`config.mk`:
```
export PLATFORM = sky130hd
export DESIGN_NAME = adc_delayed_edge_sweep_ctrl
export DESIGN_NICKNAME = d
export VERILOG_FILES = /design/src/hdl/conv_timer.v /design/src/hdl/adc_delayed_edge_sweep_ctrl.v
export VERILOG_INCLUDE_DIRS = /design/src /design/src/hdl
export SDC_FILE = /design/constraint.sdc
export NUM_CORES = 1
export LEC_CHECK = 0
export BUFFER_PORTS_ARGS = -buffer_cell sky130_fd_sc_hd__buf_2
export CORE_ASPECT_RATIO = 1.1
export CORE_MARGIN = 2
export CORE_UTILIZATION = 50
export CTS_CLUSTER_SIZE = 30
export DETAILED_ROUTE_END_ITERATION = 12
export PLACE_DENSITY = 0.71
export SETUP_SLACK_MARGIN = 0.1
export SLEW_MARGIN = 20
export SYNTH_ARGS = -nofsm -noshare
export SYNTH_HDL_FRONTEND = slang
export SYNTH_SLANG_ARGS = --single-unit
```
`constraint.sdc`:
```
create_clock -name ref_clk -period 8.75 [get_ports ref_clk]
set_clock_uncertainty 0.2 [all_clocks]
set_input_delay 1.75 -clock ref_clk [delete_from_list [all_inputs] [get_ports ref_clk]]
set_output_delay 1.75 -clock ref_clk [all_outputs]
set_load 0.005 [all_outputs]
```
`src/hdl/adc_sweep_defs.vh`:
```
/*
 Constants for the delayed-trigger sweep controller: register offsets, field positions,
 reset values and conversion cycle counts.
 Assumes inclusion by bare name from the design files under hdl/.
*/
`ifndef ADC_SWEEP_DEFS_VH
`define ADC_SWEEP_DEFS_VH

`define OFF_CONTROL_A 8'h00
`define OFF_CONTROL_B 8'h04
`define OFF_CONTROL_C 8'h08
`define OFF_TRIG_SEL 8'h0C
`define OFF_STATUS 8'h10
`define OFF_RESULT0 8'h20
`define OFF_RESULT_LAST 8'h3C

`define CA_GO_BIT 0
`define CB_WIDTH_LO 0
`define CB_WIDTH_HI 1
`define CB_RES_BIT 3
`define CB_LADDER_BIT 5
`define CC_SH_BIT 0
`define CC_GROUP_LO 1
`define CC_GROUP_HI 2
`define TS_TRIG_EN_BIT 0
`define TS_SRC_BIT 1
`define TS_TIMER_A_BIT 2
`define TS_TIMER_B_BIT 3

`define RST_CONTROL_A 8'h00
`define RST_CONTROL_B 8'h00
`define RST_CONTROL_C 8'h00
`define RST_TRIG_SEL 8'h00

`define CONV_CYCLES_8 28
`define CONV_CYCLES_10 33
`define CONV_CYCLES_NOSH 49

`endif

```
`src/hdl/conv_timer.v`:
```
/*
 Per-channel conversion timer: counts the cycles of one conversion and pulses done.
 Assumes a start pulse from the sequencer on the same clock.
*/
`default_nettype none
`include "adc_sweep_defs.vh"

module conv_timer #(
   parameter CW = 6
) (
   input wire ref_clk,
   input wire reset,
   input wire start,
   input wire abort,
   input wire [CW-1:0] cycles,
   output reg busy,
   output reg done
);
   reg [CW-1:0] count_r;

   always @(posedge ref_clk or posedge reset) begin
      if (reset) begin
         count_r <= {CW{1'b0}};
         busy <= 1'b0;
         done <= 1'b0;
      end else begin
         done <= 1'b0;
         if (abort) begin
            busy <= 1'b0;
         end else if (start) begin
            busy <= 1'b1;
            // Loading two below the count makes start-to-start equal to cycles, since the
            // sequencer starts the next channel on the edge that sees done.
            count_r <= cycles - {{(CW-2){1'b0}}, 2'b10};
         end else if (busy) begin
            if (count_r == {CW{1'b0}}) begin
               busy <= 1'b0;
               done <= 1'b1;
            end else begin
               count_r <= count_r - {{(CW-1){1'b0}}, 1'b1};
            end
         end
      end
   end
endmodule // conv_timer

`default_nettype wire

```
`src/hdl/adc_delayed_edge_sweep_ctrl.v`:
```
/*
 Sequencer for the two-edge delayed-trigger sweep of a successive-approximation converter,
 with an AXI4-Lite register slave. The analog core is outside: it receives a sample strobe
 and channel number and delivers its code on convCode, valid when the timer finishes.
 Assumes ref_clk is the converter clock and extTrigger is an asynchronous pin.
 Edges that arrive while later channels convert are dropped, not queued.
*/
// Summary of operation
// - First trigger falling edge converts channel zero.
// - Later channels wait for second falling edge.
// - Early second edge samples now, converts later.
// - Edges ignored while later channels convert.
// - Edge after completion starts a new sweep.
// - Sweep ends on completion or go-bit clear.
// - Interrupt request pulses when sweep completes.
// - Width field picks 2/4/6/8 channels.
// - All sweep channels come from one group.
// - Each result lands in its own register.
// - Edges sampled on clock; spacing at least one.
// - Resolution bit picks 10-bit or 8-bit storage.
// - Sample-hold: 28 or 33 cycles per channel.
// - Ladder disconnected while its bit is zero.
`default_nettype none
`include "adc_sweep_defs.vh"

module adc_delayed_edge_sweep_ctrl #(
   parameter NCH = 8
) (
   input wire ref_clk,
   input wire reset,
   input wire extTrigger,
   input wire [9:0] convCode,
   input wire [7:0] s_axi_awaddr,
   input wire s_axi_awvalid,
   output reg s_axi_awready,
   input wire [31:0] s_axi_wdata,
   input wire [3:0] s_axi_wstrb,
   input wire s_axi_wvalid,
   output reg s_axi_wready,
   output reg [1:0] s_axi_bresp,
   output reg s_axi_bvalid,
   input wire s_axi_bready,
   input wire [7:0] s_axi_araddr,
   input wire s_axi_arvalid,
   output reg s_axi_arready,
   output reg [31:0] s_axi_rdata,
   output reg [1:0] s_axi_rresp,
   output reg s_axi_rvalid,
   input wire s_axi_rready,
   output reg sampleStrobe,
   output reg [2:0] sampleChannel,
   output reg [1:0] inputGroup,
   output reg ladderConnect,
   output reg convIrq
);
   localparam ST_IDLE = 3'd0;
   localparam ST_CONV0 = 3'd1;
   localparam ST_WAIT2 = 3'd2;
   localparam ST_SAMPLE = 3'd3;
   localparam ST_CONVN = 3'd4;

   reg [7:0] controlA_r;
   reg [7:0] controlB_r;
   reg [7:0] controlC_r;
   reg [7:0] trigSel_r;
   reg [9:0] result_r [0:NCH-1];
   reg [2:0] state_r;
   reg [2:0] chan_r;
   reg early2_r;
   reg sweepDone_r;
   reg trigSync1_r, trigSync2_r, trigPrev_r;
   reg [7:0] awAddr_r;
   reg awHeld_r;
   reg [31:0] wData_r;
   reg [3:0] wStrb_r;
   reg wHeld_r;
   reg goClearSeen_r;
   reg [1:0] groupLatch_r;
   reg resLatch_r;

   wire trigFall = trigPrev_r & ~trigSync2_r;
   wire goBit = controlA_r[`CA_GO_BIT];
   wire modeSel = ~trigSel_r[`TS_TRIG_EN_BIT] & trigSel_r[`TS_SRC_BIT] &
      ~trigSel_r[`TS_TIMER_A_BIT] & ~trigSel_r[`TS_TIMER_B_BIT];
   wire [1:0] widthField = controlB_r[`CB_WIDTH_HI:`CB_WIDTH_LO];
   wire [2:0] lastChan = {widthField, 1'b1};
   wire [5:0] convCycles = ~controlC_r[`CC_SH_BIT] ? 6'd`CONV_CYCLES_NOSH :
      controlB_r[`CB_RES_BIT] ? 6'd`CONV_CYCLES_10 : 6'd`CONV_CYCLES_8;
   wire timerBusy, timerDone;
   reg timerStart;
   wire halt = (state_r != ST_IDLE) && goClearSeen_r;
   // Software may not set the go bit in this mode, so hardware raises it at the first
   // edge and drops it at completion; only then can a software clear act as a halt.
   wire sweepStart = !halt && modeSel && (state_r == ST_IDLE) && trigFall;
   wire sweepEnd = !halt && modeSel && (state_r == ST_CONVN) && timerDone && (chan_r == lastChan);

   conv_timer #(.CW(6)) u_timer (
      .ref_clk(ref_clk),
      .reset(reset),
      .start(timerStart),
      .abort(halt),
      .cycles(convCycles),
      .busy(timerBusy),
      .done(timerDone)
   );

   // The pin is asynchronous, so it passes two flip-flops before edge detection.
   // The chain resets high, the pin's idle level, so no false edge follows reset.
   always @(posedge ref_clk or posedge reset) begin
      if (reset) begin
         trigSync1_r <= 1'b1;
         trigSync2_r <= 1'b1;
         trigPrev_r <= 1'b1;
      end else begin
         trigSync1_r <= extTrigger;
         trigSync2_r <= trigSync1_r;
         trigPrev_r <= trigSync2_r;
      end
   end

   // An early second edge only samples channel one; its conversion starts in the sample state once
   // channel zero is done, so the converter never runs two channels at once.
   always @* begin
      timerStart = 1'b0;
      if (!halt && modeSel) begin
         case (state_r)
            ST_IDLE: timerStart = trigFall;
            ST_WAIT2: timerStart = trigFall;
            ST_SAMPLE: timerStart = 1'b1;
            ST_CONVN: timerStart = timerDone && (chan_r != lastChan);
            default: timerStart = 1'b0;
         endcase
      end
   end

   // Sequencer. Only edges in idle, during channel zero and in the wait for the second edge are acted upon.
   always @(posedge ref_clk or posedge reset) begin
      if (reset) begin
         state_r <= ST_IDLE;
         chan_r <= 3'd0;
         early2_r <= 1'b0;
         sweepDone_r <= 1'b0;
         sampleStrobe <= 1'b0;
         sampleChannel <= 3'd0;
         groupLatch_r <= 2'd0;
         resLatch_r <= 1'b0;
         convIrq <= 1'b0;
      end else begin
         sampleStrobe <= 1'b0;
         sweepDone_r <= 1'b0;
         convIrq <= 1'b0;
         if (halt || !modeSel) begin
            state_r <= ST_IDLE;
            early2_r <= 1'b0;
         end else begin
            case (state_r)
               ST_IDLE: begin
                  if (trigFall) begin
                     state_r <= ST_CONV0;
                     chan_r <= 3'd0;
                     sampleStrobe <= 1'b1;
                     sampleChannel <= 3'd0;
                     groupLatch_r <= controlC_r[`CC_GROUP_HI:`CC_GROUP_LO];
                     resLatch_r <= controlB_r[`CB_RES_BIT];
                     early2_r <= 1'b0;
                  end
               end
               ST_CONV0: begin
                  if (trigFall && !early2_r) begin
                     early2_r <= 1'b1;
                     sampleStrobe <= 1'b1;
                     sampleChannel <= 3'd1;
                  end
                  if (timerDone) begin
                     chan_r <= 3'd1;
                     state_r <= (early2_r || trigFall) ? ST_SAMPLE : ST_WAIT2;
                  end
               end
               ST_WAIT2: begin
                  if (trigFall) begin
                     state_r <= ST_CONVN;
                     sampleStrobe <= 1'b1;
                     sampleChannel <= 3'd1;
                  end
               end
               ST_SAMPLE: begin
                  state_r <= ST_CONVN;
                  early2_r <= 1'b0;
               end
               ST_CONVN: begin
                  // Further edges here are ignored on purpose.
                  if (timerDone) begin
                     if (chan_r == lastChan) begin
                        state_r <= ST_IDLE;
                        sweepDone_r <= 1'b1;
                        convIrq <= 1'b1;
                     end else begin
                        chan_r <= chan_r + 3'd1;
                        sampleStrobe <= 1'b1;
                        sampleChannel <= chan_r + 3'd1;
                     end
                  end
               end
               default: state_r <= ST_IDLE;
            endcase
         end
      end
   end

   // Results are written per channel as each conversion ends.
   // A halted conversion leaves the previous result in place.
   genvar gi;
   generate
      for (gi = 0; gi < NCH; gi = gi + 1) begin : g_res
         always @(posedge ref_clk or posedge reset) begin
            if (reset) begin
               result_r[gi] <= 10'h000;
            end else if (timerDone && !halt && {29'd0, chan_r} == gi) begin
               result_r[gi] <= resLatch_r ? convCode : {2'b00, convCode[9:2]};
            end
         end
      end
   endgenerate

   // The group is frozen for the whole sweep so that every channel comes from one group.
   always @(posedge ref_clk or posedge reset) begin
      if (reset) begin
         inputGroup <= 2'd0;
         ladderConnect <= 1'b0;
      end else begin
         inputGroup <= (state_r == ST_IDLE) ? controlC_r[`CC_GROUP_HI:`CC_GROUP_LO] : groupLatch_r;
         ladderConnect <= controlB_r[`CB_LADDER_BIT];
      end
   end

   // Write channel: address and data are held in either order; response follows both.
   // A halt is recognised only as a write that clears a set go bit; a write with the go
   // bit at zero outside a sweep leaves the sequencer alone.
   wire wrFire = awHeld_r && wHeld_r && !s_axi_bvalid;
   always @(posedge ref_clk or posedge reset) begin
      if (reset) begin
         awHeld_r <= 1'b0;
         wHeld_r <= 1'b0;
         awAddr_r <= 8'h00;
         wData_r <= 32'h00000000;
         wStrb_r <= 4'h0;
         s_axi_awready <= 1'b0;
         s_axi_wready <= 1'b0;
         s_axi_bvalid <= 1'b0;
         s_axi_bresp <= 2'b00;
         controlA_r <= `RST_CONTROL_A;
         controlB_r <= `RST_CONTROL_B;
         controlC_r <= `RST_CONTROL_C;
         trigSel_r <= `RST_TRIG_SEL;
         goClearSeen_r <= 1'b0;
      end else begin
         s_axi_awready <= !awHeld_r && !s_axi_awready && s_axi_awvalid;
         s_axi_wready <= !wHeld_r && !s_axi_wready && s_axi_wvalid;
         goClearSeen_r <= 1'b0;
         if (s_axi_awvalid && s_axi_awready) begin
            awHeld_r <= 1'b1;
            awAddr_r <= s_axi_awaddr;
         end
         if (s_axi_wvalid && s_axi_wready) begin
            wHeld_r <= 1'b1;
            wData_r <= s_axi_wdata;
            wStrb_r <= s_axi_wstrb;
         end
         if (s_axi_bvalid && s_axi_bready) begin
            s_axi_bvalid <= 1'b0;
         end
         if (wrFire) begin
            awHeld_r <= 1'b0;
            wHeld_r <= 1'b0;
            s_axi_bvalid <= 1'b1;
            s_axi_bresp <= 2'b00;
            if (wStrb_r[0]) begin
               case (awAddr_r & 8'hFC)
                  `OFF_CONTROL_A: begin
                     controlA_r <= wData_r[7:0];
                     goClearSeen_r <= goBit && !wData_r[`CA_GO_BIT];
                  end
                  `OFF_CONTROL_B: controlB_r <= wData_r[7:0];
                  `OFF_CONTROL_C: controlC_r <= wData_r[7:0];
                  `OFF_TRIG_SEL: trigSel_r <= wData_r[7:0];
                  `OFF_STATUS: s_axi_bresp <= 2'b00;
                  default: s_axi_bresp <= 2'b10;
               endcase
            end
         end
         // A hardware set wins over a software clear in the same cycle.
         if (sweepStart) begin
            controlA_r[`CA_GO_BIT] <= 1'b1;
         end else if (sweepEnd) begin
            controlA_r[`CA_GO_BIT] <= 1'b0;
         end
      end
   end

   // Read channel: one cycle from address acceptance to data.
   wire [7:0] ra = s_axi_araddr & 8'hFC;
   // Status: state, timer busy, completion pulse and the early-second-edge flag.
   wire [7:0] statusWord = {2'b00, early2_r, sweepDone_r, timerBusy, state_r};
   always @(posedge ref_clk or posedge reset) begin
      if (reset) begin
         s_axi_arready <= 1'b0;
         s_axi_rvalid <= 1'b0;
         s_axi_rdata <= 32'h00000000;
         s_axi_rresp <= 2'b00;
      end else begin
         s_axi_arready <= !s_axi_rvalid && !s_axi_arready && s_axi_arvalid;
         if (s_axi_rvalid && s_axi_rready) begin
            s_axi_rvalid <= 1'b0;
         end
         if (s_axi_arvalid && s_axi_arready) begin
            s_axi_rvalid <= 1'b1;
            s_axi_rresp <= 2'b00;
            if (ra >= `OFF_RESULT0 && ra <= `OFF_RESULT_LAST) begin
               s_axi_rdata <= {22'h000000, result_r[ra[4:2]]};
            end else begin
               case (ra)
                  `OFF_CONTROL_A: s_axi_rdata <= {24'h000000, controlA_r};
                  `OFF_CONTROL_B: s_axi_rdata <= {24'h000000, controlB_r};
                  `OFF_CONTROL_C: s_axi_rdata <= {24'h000000, controlC_r};
                  `OFF_TRIG_SEL: s_axi_rdata <= {24'h000000, trigSel_r};
                  `OFF_STATUS: s_axi_rdata <= {24'h000000, statusWord};
                  default: begin
                     s_axi_rdata <= 32'h00000000;
                     s_axi_rresp <= 2'b10;
                  end
               endcase
            end
         end
      end
   end
endmodule // adc_delayed_edge_sweep_ctrl

`default_nettype wire

```
==> impl_summary.txt, run 1 <==
----------------------------------------------------
[Yosys]
  Dominant synthesized flop cell ... dfrtp_1
  Async SR Flop Fraction ... 100%
  Synth Cell Area ... 8120 µm²
  Sequential cell area fraction in the yosys report ... 54.3%
  Total of warnings raised by yosys ... 0
  Number of synthesized flops with an enable pin ... 0
  Gate Count Post-Synth ... between 700 and 800
  Largest area contributor in the netlist ... dfrtp_1
  Average instance area after synthesis ... 11.5 µm²
  Share of Yosys cell area claimed by the top area cell type ... between 50% and 60%
  Leading post-synthesis cells by cell area ... dfrtp_1 53%, mux2_2 8.9%, mux4_2 6.1%
  Post-synthesis cell type count ... 59
  #FFs+latches synth ... 176

[Global routing]
  Via count of the first global-routing pass ... 5610
  Global-route wire length before repair ... 28.7 mm
  Largest net degree at the start of global routing ... 97
  GRT Total Usage ... between 20% and 30%
  Remaining global-route overflow ... 0
  Number of antenna violations at the first check in global routing ... 0

[Finish]
  Fillcell total ... 1299
  Fraction of final layout cells with drive strength greater than 1 ... 26.4%
  Cell Count, Final, Fillers Out ... 965
  Area growth syn-to-layout ... 12.1%
  Commonest cells after routing, fill and taps aside ... 173 x dfrtp_1, 117 x nand2_1, 98 x o21ai_0
  Commonest non-fill, non-tap cell in the layout ... dfrtp_1
  Area of all placed cells without fillers ... about 9000 µm²
  Post-layout nets ... 830
  N_diodes ... 0

[Worst setup path]
  Category of the most critical setup path ... in -> reg
  Required time of the critical path ... 8.91 ns
  Number of cells on the worst reg-to-reg path ... 4
  End of the worst register-to-register path ... result_r[34]
  Crit-path cells ... buf_2 -> nor2_1 -> nand2_1 -> nor4_2 -> a221oi_1 -> a31oi_1
  Launch point of the worst reg-to-reg path ... state_r[2]
  Slack of the worst reg-to-reg path ... about 5.9 ns
  Kind of end point of the critical path ... flip-flop
  Worst Setup Start Kind ... input port
  Maximum fanout along the worst path ... 34
  Peak per-stage delay on the critical path ... about 0.73 ns
  Cell with the biggest individual delay on the critical path ... nor4_2
  CP Data Arrival Time ... 4.09 ns

[CTS]
  Setup fix buffers added after clock tree synthesis ... 0
  Clock sinks ... between 150 and 200
  Clock edge transition at the registers on the reported setup and hold paths ... 0.07 ns
  CTS Buffer Depth ... 2
  Post_cts resized ... 0
  Root buf cell ... clkbuf_16
  H-tree Lvls ... 4
  Number of buffers created by CTS ... 17
  Number of hold buffers added after CTS ... 0
  Clock latency on the worst-skew pair ... 0.44 ns
  TritonCTS clock tree ... done

[Timing]
  Final setup vio count ... 0
  Slew margin rel. ... between 20 and 30%
  Setup Total Neg Slack ... 0 ns
  Setup repair after global routing missed its margin ... no
  Slew at the pin closest to its max-slew limit ... about 1.1 ns
  Number of hold violations in the final report ... 0
  Minimum clock period after layout ... 3.93 ns
  Timing-limited maximum frequency ... 255 MHz
  Share of the cycle needed by the critical path after routing ... 44.9%
  Total count of max-transition violations in the final report ... 0

[Floorplanning]
  Die Outline Area ... 17300 µm²
  Effective utilization at floorplan ... 51.4%
  Area of the core region ... 15800 µm²
  Overall die width ... between 100 and 150 µm
  Num ports ... 119
  Die outline height ... 138 µm
  Number of rows in the core area ... 48

[Placement]
  Detailed Place HPWL ... about 12 mm
  Post-detailed-placement cell area ... approximately 8500 µm²
  GPL Wtd Cong ... about 0.81
  Placed insts ... around 930
  PortBufs ... 63

[Power and ir drop]
  Lkg Pwr ... 4.19 nW
  Highest ir drop seen on vdd ... 0.151 mV
  Pwr dens ... 234 nW/µm²

[Hold path]
  Min-Delay Endpoint ... trigSync2_r
  HP Class ... reg -> reg
  Startpoint of the most critical hold path ... trigSync1_r
  Hold Crit Depth ... 0

[Routing]
  Number of remaining DRC errors ... 0
  Antenna-violating nets left ... 0
  Via count of the routed design ... 5590
  Number of vias per cell after detailed routing ... roughly 5.8
  Pre-antenna DRT Iters ... 5
  Wire per inst ... around 19 µm
  First DRT Iteration DRCs ... 438
  Wirelength, routed ... approximately 18 mm

[Flow run]
  Number of maximum-capacitance violations ... 0

[Run status]
  Run status ... complete, no violations

----------------------------------------------------
-- cell type report --
cell class	count	area [µm²]	share of cell area (%)
clock buffers	18	439	4.83
clock inverters	14	189	2.08
inverters	16	65.1	0.715
multi-input cells	476	3410	37.5
flip-flops and latches	176	4410	48.5
well taps	200	250	2.75
repair buffers	65	334	3.67
-- flip-flops by register name, summed over array words and instances (netlist names), 6 cells and up --
signal	flops
u_timer.count_r	6
controlC_r	8
awAddr_r	6
result_r	80
trigSel_r	8
wData_r	8
s_axi_rdata	10
controlA_r	8
controlB_r	8
-- synth_stat cells, types with 2 or more instances --
cell type and n:
nand3_1 12, nor2b_1 3, nor3b_1 8, a31oi_1 7, o22a_1 3, a22oi_1 3, o21ai_0 98, xnor2_1 4
ha_1 8, a21oi_1 8, mux2_2 64, mux2_4 2, nand2b_1 3, dfstp_2 3, nor4_1 4, buf_2 9
o22ai_1 2, mux2i_1 16, buf_4 26, a21boi_0 2, a221oi_1 6, nand3b_1 3, dfrtp_1 173, nor2_1 18
clkbuf_1 21, mux4_2 22, inv_1 16, a22o_1 5, nand4_1 4, a211o_1 2, nor3_1 4, nand2_1 117
-- stage by stage --
stage               power (mW)  hold slack, ns  setup WS (ns)  utilization [%]
floorplan                 1.23           0.145           2.03                -
global placement          1.31           0.151           4.53             53.6
detailed placement        1.33           0.150           4.50             53.6
CTS                       2.14           0.164           4.94             57.5
global route              2.21           0.168           4.66             57.6
finish                    2.12           0.160           4.82             57.6
-- routing by layer --
metal  up-vias  part of all wire, %  track usage, %
li1       2553                    -               -
met1      2848                   42            26.6
met2       160                   52            37.0
met3        29                  4.4            4.23
met4         0                  2.4            9.51
met5         -                    0               0
-- critical path, delay by kind of cell --
| family | cells | cell delay (ns) |
|---|---|---|
| simple gates | 3 | 1.39 |
| compound gates | 2 | 0.50 |
| buf+inv | 1 | 0.43 |
-- power breakdown --
part	switching [mW]	internal [mW]	total [mW]	leakage, nW
clock	0.336	0.467	0.802	0.303
sequential	0.103	0.933	1.04	1.97
combinational	0.137	0.149	0.287	1.92
-- cells by family after synthesis --
group	synth area share (%)
other	0.0462
XOR/XNOR	0.432
AND/OR/NAND/NOR	11.2
AO/OA/AOI/OAI	10.5
adder cells (fa/ha/maj)	1.23
multiplexers	17.3
buffers and inverters	4.86
flip-flops	54.3
-- how the worst max path moves through the flow --
stage / from / to / slack (ns) / cells past startpoint
after detailed placement: s_axi_araddr[2] / s_axi_rdata[0] / 4.50 / 6
final: s_axi_araddr[2] / s_axi_rdata[5] / 4.82 / 6
after floorplan: reset / awAddr_r[2] / 2.03 / 1
after CTS: s_axi_araddr[2] / s_axi_rdata[5] / 4.94 / 6
after global routing: s_axi_araddr[2] / s_axi_rdata[5] / 4.66 / 6
after global placement: s_axi_araddr[2] / s_axi_rdata[0] / 4.53 / 6
No activity file was read; power rests on OpenSTA's default activity.
==> run 2, diff against run 1 <==
==> constraint.sdc (replaced) <==
create_clock -name ref_clk -period 3.9 [get_ports ref_clk]
set_clock_uncertainty 0.2 [all_clocks]
set_input_delay 0.78 -clock ref_clk [delete_from_list [all_inputs] [get_ports ref_clk]]
set_output_delay 0.78 -clock ref_clk [all_outputs]
set_load 0.005 [all_outputs]
==> run 2 against run 1 <==
  * Total power grew 120%
  * Core utilization grew 0.58 points
  * Setup slack lost 3.9 ns
==> impl_summary.txt, run 2 (synthesis results as in run 1) <==
----------------------------------------------------
[CTS]
  TritonCTS clock tree ... done (unchanged)
  Setup fix buffers added after clock tree synthesis ... 0 (unchanged)
  Number of hold buffers added after CTS ... 0 (unchanged)
  Root buf cell ... clkbuf_16 (unchanged)
  Clock sinks ... 176 (unchanged)
  CTS Buffer Depth ... 2 (unchanged)
  Post_cts resized ... 0 (unchanged)
  Clock edge transition at the registers on the reported setup and hold paths ... 0.06 ns (was 0.07 ns)
  Number of buffers created by CTS ... 17 (unchanged)
  H-tree Lvls ... 4 (unchanged)
  Clock latency on the worst-skew pair ... 0.44 ns (about the same)

[Run status]
  Run status ... complete, no violations (unchanged)

[Worst setup path]
  CP Data Arrival Time ... 3.07 ns (was 4.09 ns)
  Required time of the critical path ... 4.01 ns (was 8.91 ns)
  Kind of end point of the critical path ... flip-flop (unchanged)
  Category of the most critical setup path ... reg -> reg (was in -> reg)
  Maximum fanout along the worst path ... 20 (was 34)
  Worst Setup Start Kind ... flip-flop (was input port)

[Routing]
  Top sig layer ... met4 (unchanged)
  Met3 layer wire length in the routed design ... 838 µm (was 792 µm)
  Via count of the routed design ... 5630 (was 5590)
  Pre-antenna DRT Iters ... 5 (unchanged)
  First DRT Iteration DRCs ... 494 (was 438)
  Antenna-violating nets left ... 0 (unchanged)
  M1 wire length ... 7.58 mm (was 7.53 mm)
  Number of remaining DRC errors ... 0 (unchanged)
  Wire per inst ... 19.1 µm (was 18.8 µm)
  Wirelength, routed ... 18.5 mm (was 18.1 mm)
  Number of vias per cell after detailed routing ... 5.79 (about the same)
  Total length of routed met2 wires ... 9.56 mm (was 9.33 mm)

[Timing]
  Slew at the pin closest to its max-slew limit ... 0.925 ns (was 1.05 ns)
  Timing-limited maximum frequency ... ~340 MHz
  Setup repair after global routing missed its margin ... no (unchanged)
  Number of hold violations in the final report ... 0 (unchanged)
  Total count of max-transition violations in the final report ... 0 (unchanged)
  Slew margin rel. ... 37.8% (was 29.8%)
  Setup Total Neg Slack ... 0 ns (unchanged)
  Minimum clock period after layout ... 2.96 ns
  Final setup vio count ... 0 (unchanged)
  Share of the cycle needed by the critical path after routing ... 75.8%
  Worst Hold Slack ... 0.139 ns (was 0.160 ns)

[Floorplanning]
  Die Outline Area ... 17300 µm² (unchanged)
  Number of rows in the core area ... 48 (unchanged)
  Num ports ... 119 (unchanged)
  Effective utilization at floorplan ... 51.4% (unchanged)
  Area of the core region ... 15800 µm² (unchanged)
  Die outline height ... 138 µm (unchanged)
  Overall die width ... 125 µm (unchanged)

[Global routing]
  Number of antenna violations at the first check in global routing ... 0 (unchanged)
  Largest net degree at the start of global routing ... 53 (was 97)
  Via count of the first global-routing pass ... 5818 (was 5610)
  Global-route wire length before repair ... 29.9 mm (was 28.7 mm)
  GRT Total Usage ... 22.3% (was 21.5%)
  Remaining global-route overflow ... 0 (unchanged)

[Placement]
  GPL Wtd Cong ... 0.799 (was 0.806)
  Placed insts ... 938 (was 933)
  Detailed Place HPWL ... 12.5 mm (was 11.9 mm)
  Post-detailed-placement cell area ... 8520 µm² (was 8460 µm²)
  PortBufs ... 63 (unchanged)

[Power and ir drop]
  Highest ir drop seen on vdd ... 0.379 mV (was 0.151 mV)
  Lkg Pwr ... 4.24 nW (was 4.19 nW)
  Pwr dens ... 519 nW/µm² (was 234 nW/µm²)
  Final Total Pwr ... 4.77 mW (was 2.12 mW)

[Flow run]
  Number of maximum-capacitance violations ... 0 (unchanged)

[Finish]
  Fillcell total ... 1269 (was 1299)
  Biggest registers after layout ... result_r x80, s_axi_rdata x10 (unchanged)
  Commonest non-fill, non-tap cell in the layout ... dfrtp_1 (unchanged)
  Area growth syn-to-layout ... 13.2% (was 12.1%)
  Area of all placed cells without fillers ... 9190 µm² (was 9100 µm²)
  Flip-flop count of the largest register after layout ... 80 (unchanged)
  Register containing the most flip-flops in the final layout ... result_r (unchanged)
  N_diodes ... 0 (unchanged)
  Cell Count, Final, Fillers Out ... 972 (was 965)
  Post-layout nets ... 837 (was 830)
  Fraction of final layout cells with drive strength greater than 1 ... 26.9% (was 26.4%)
  Commonest cells after routing, fill and taps aside ... 173 x dfrtp_1, 117 x nand2_1, 98 x o21ai_0 (unchanged)

[Hold path]
  HP Class ... in -> async (was reg -> reg)

----------------------------------------------------
## run 2: changes by cell type in the layout (fill, tap and decap cells not counted)
| cell | previous run | this run |
|---|---|---|
| clkinvlp_4 | 2 | 4 |
| inv_6 | 7 | 2 |
| clkinv_4 | 1 | 2 |
| nor3b_1 | 7 | 8 |
| buf_16 | 0 | 1 |
| buf_4 | 1 | 5 |
| buf_12 | 0 | 3 |
| clkinv_2 | 0 | 2 |
| nor3b_2 | 2 | 1 |
| buf_6 | 1 | 0 |
## run 2: final timing paths
path	slack (ns)	cells after the start	from	end
max in group asynchronous	2.72	3	reset	s_axi_rdata[6]
min	0.14	2	reset	result_r[33]
max reg2reg	0.94	4	state_r[2]	result_r[72]
max	0.94	4	state_r[2]	result_r[72]
min reg2reg	0.17	0	trigSync1_r	trigSync2_r
min in group ref_clk	0.17	0	trigSync1_r	trigSync2_r
## run 2: final cells by class
class,instances,area [µm²],area share (%)
Multi-Input combinational cell,476,3410,37.1
Clock buffer,18,439,4.78
Timing Repair Buffer,72,440,4.79
Sequential cell,176,4410,48.0
Clock inverter,14,180,1.96
Inverter,16,63.8,0.695
Tap cell,200,250,2.72
## run 2: per-stage QoR
step	setup WS (ns)	utilization (%)
2_1_floorplan	0.670	-
3_3_place_gp	0.707	53.9
3_5_place_dp	0.660	53.9
4_1_cts	0.997	57.9
5_1_grt	0.760	58.2
6_report	0.944	58.2
## run 2: report_power, final
group	switching, mW	internal [mW]	total (mW)
clock	0.747	1.04	1.78
sequential	0.231	2.09	2.32
combinational	0.316	0.345	0.661
total	1.29	3.47	4.77
## run 2: per-layer routing
layer / global-route usage [%] / up-vias
met5: 0 / -
met2: 38.3 / 170
met4: 9.69 / 0
met3: 4.47 / 35
li1: - / 2563
met1: 27.7 / 2862
## run 2: worst max-delay path, cell delays in order, from the launching register on
cell,delay (ns)
dfrtp_1,0.56
o31a_4,0.49
nor2_1,0.37
nand3_1,0.72
o21ai_0,0.50
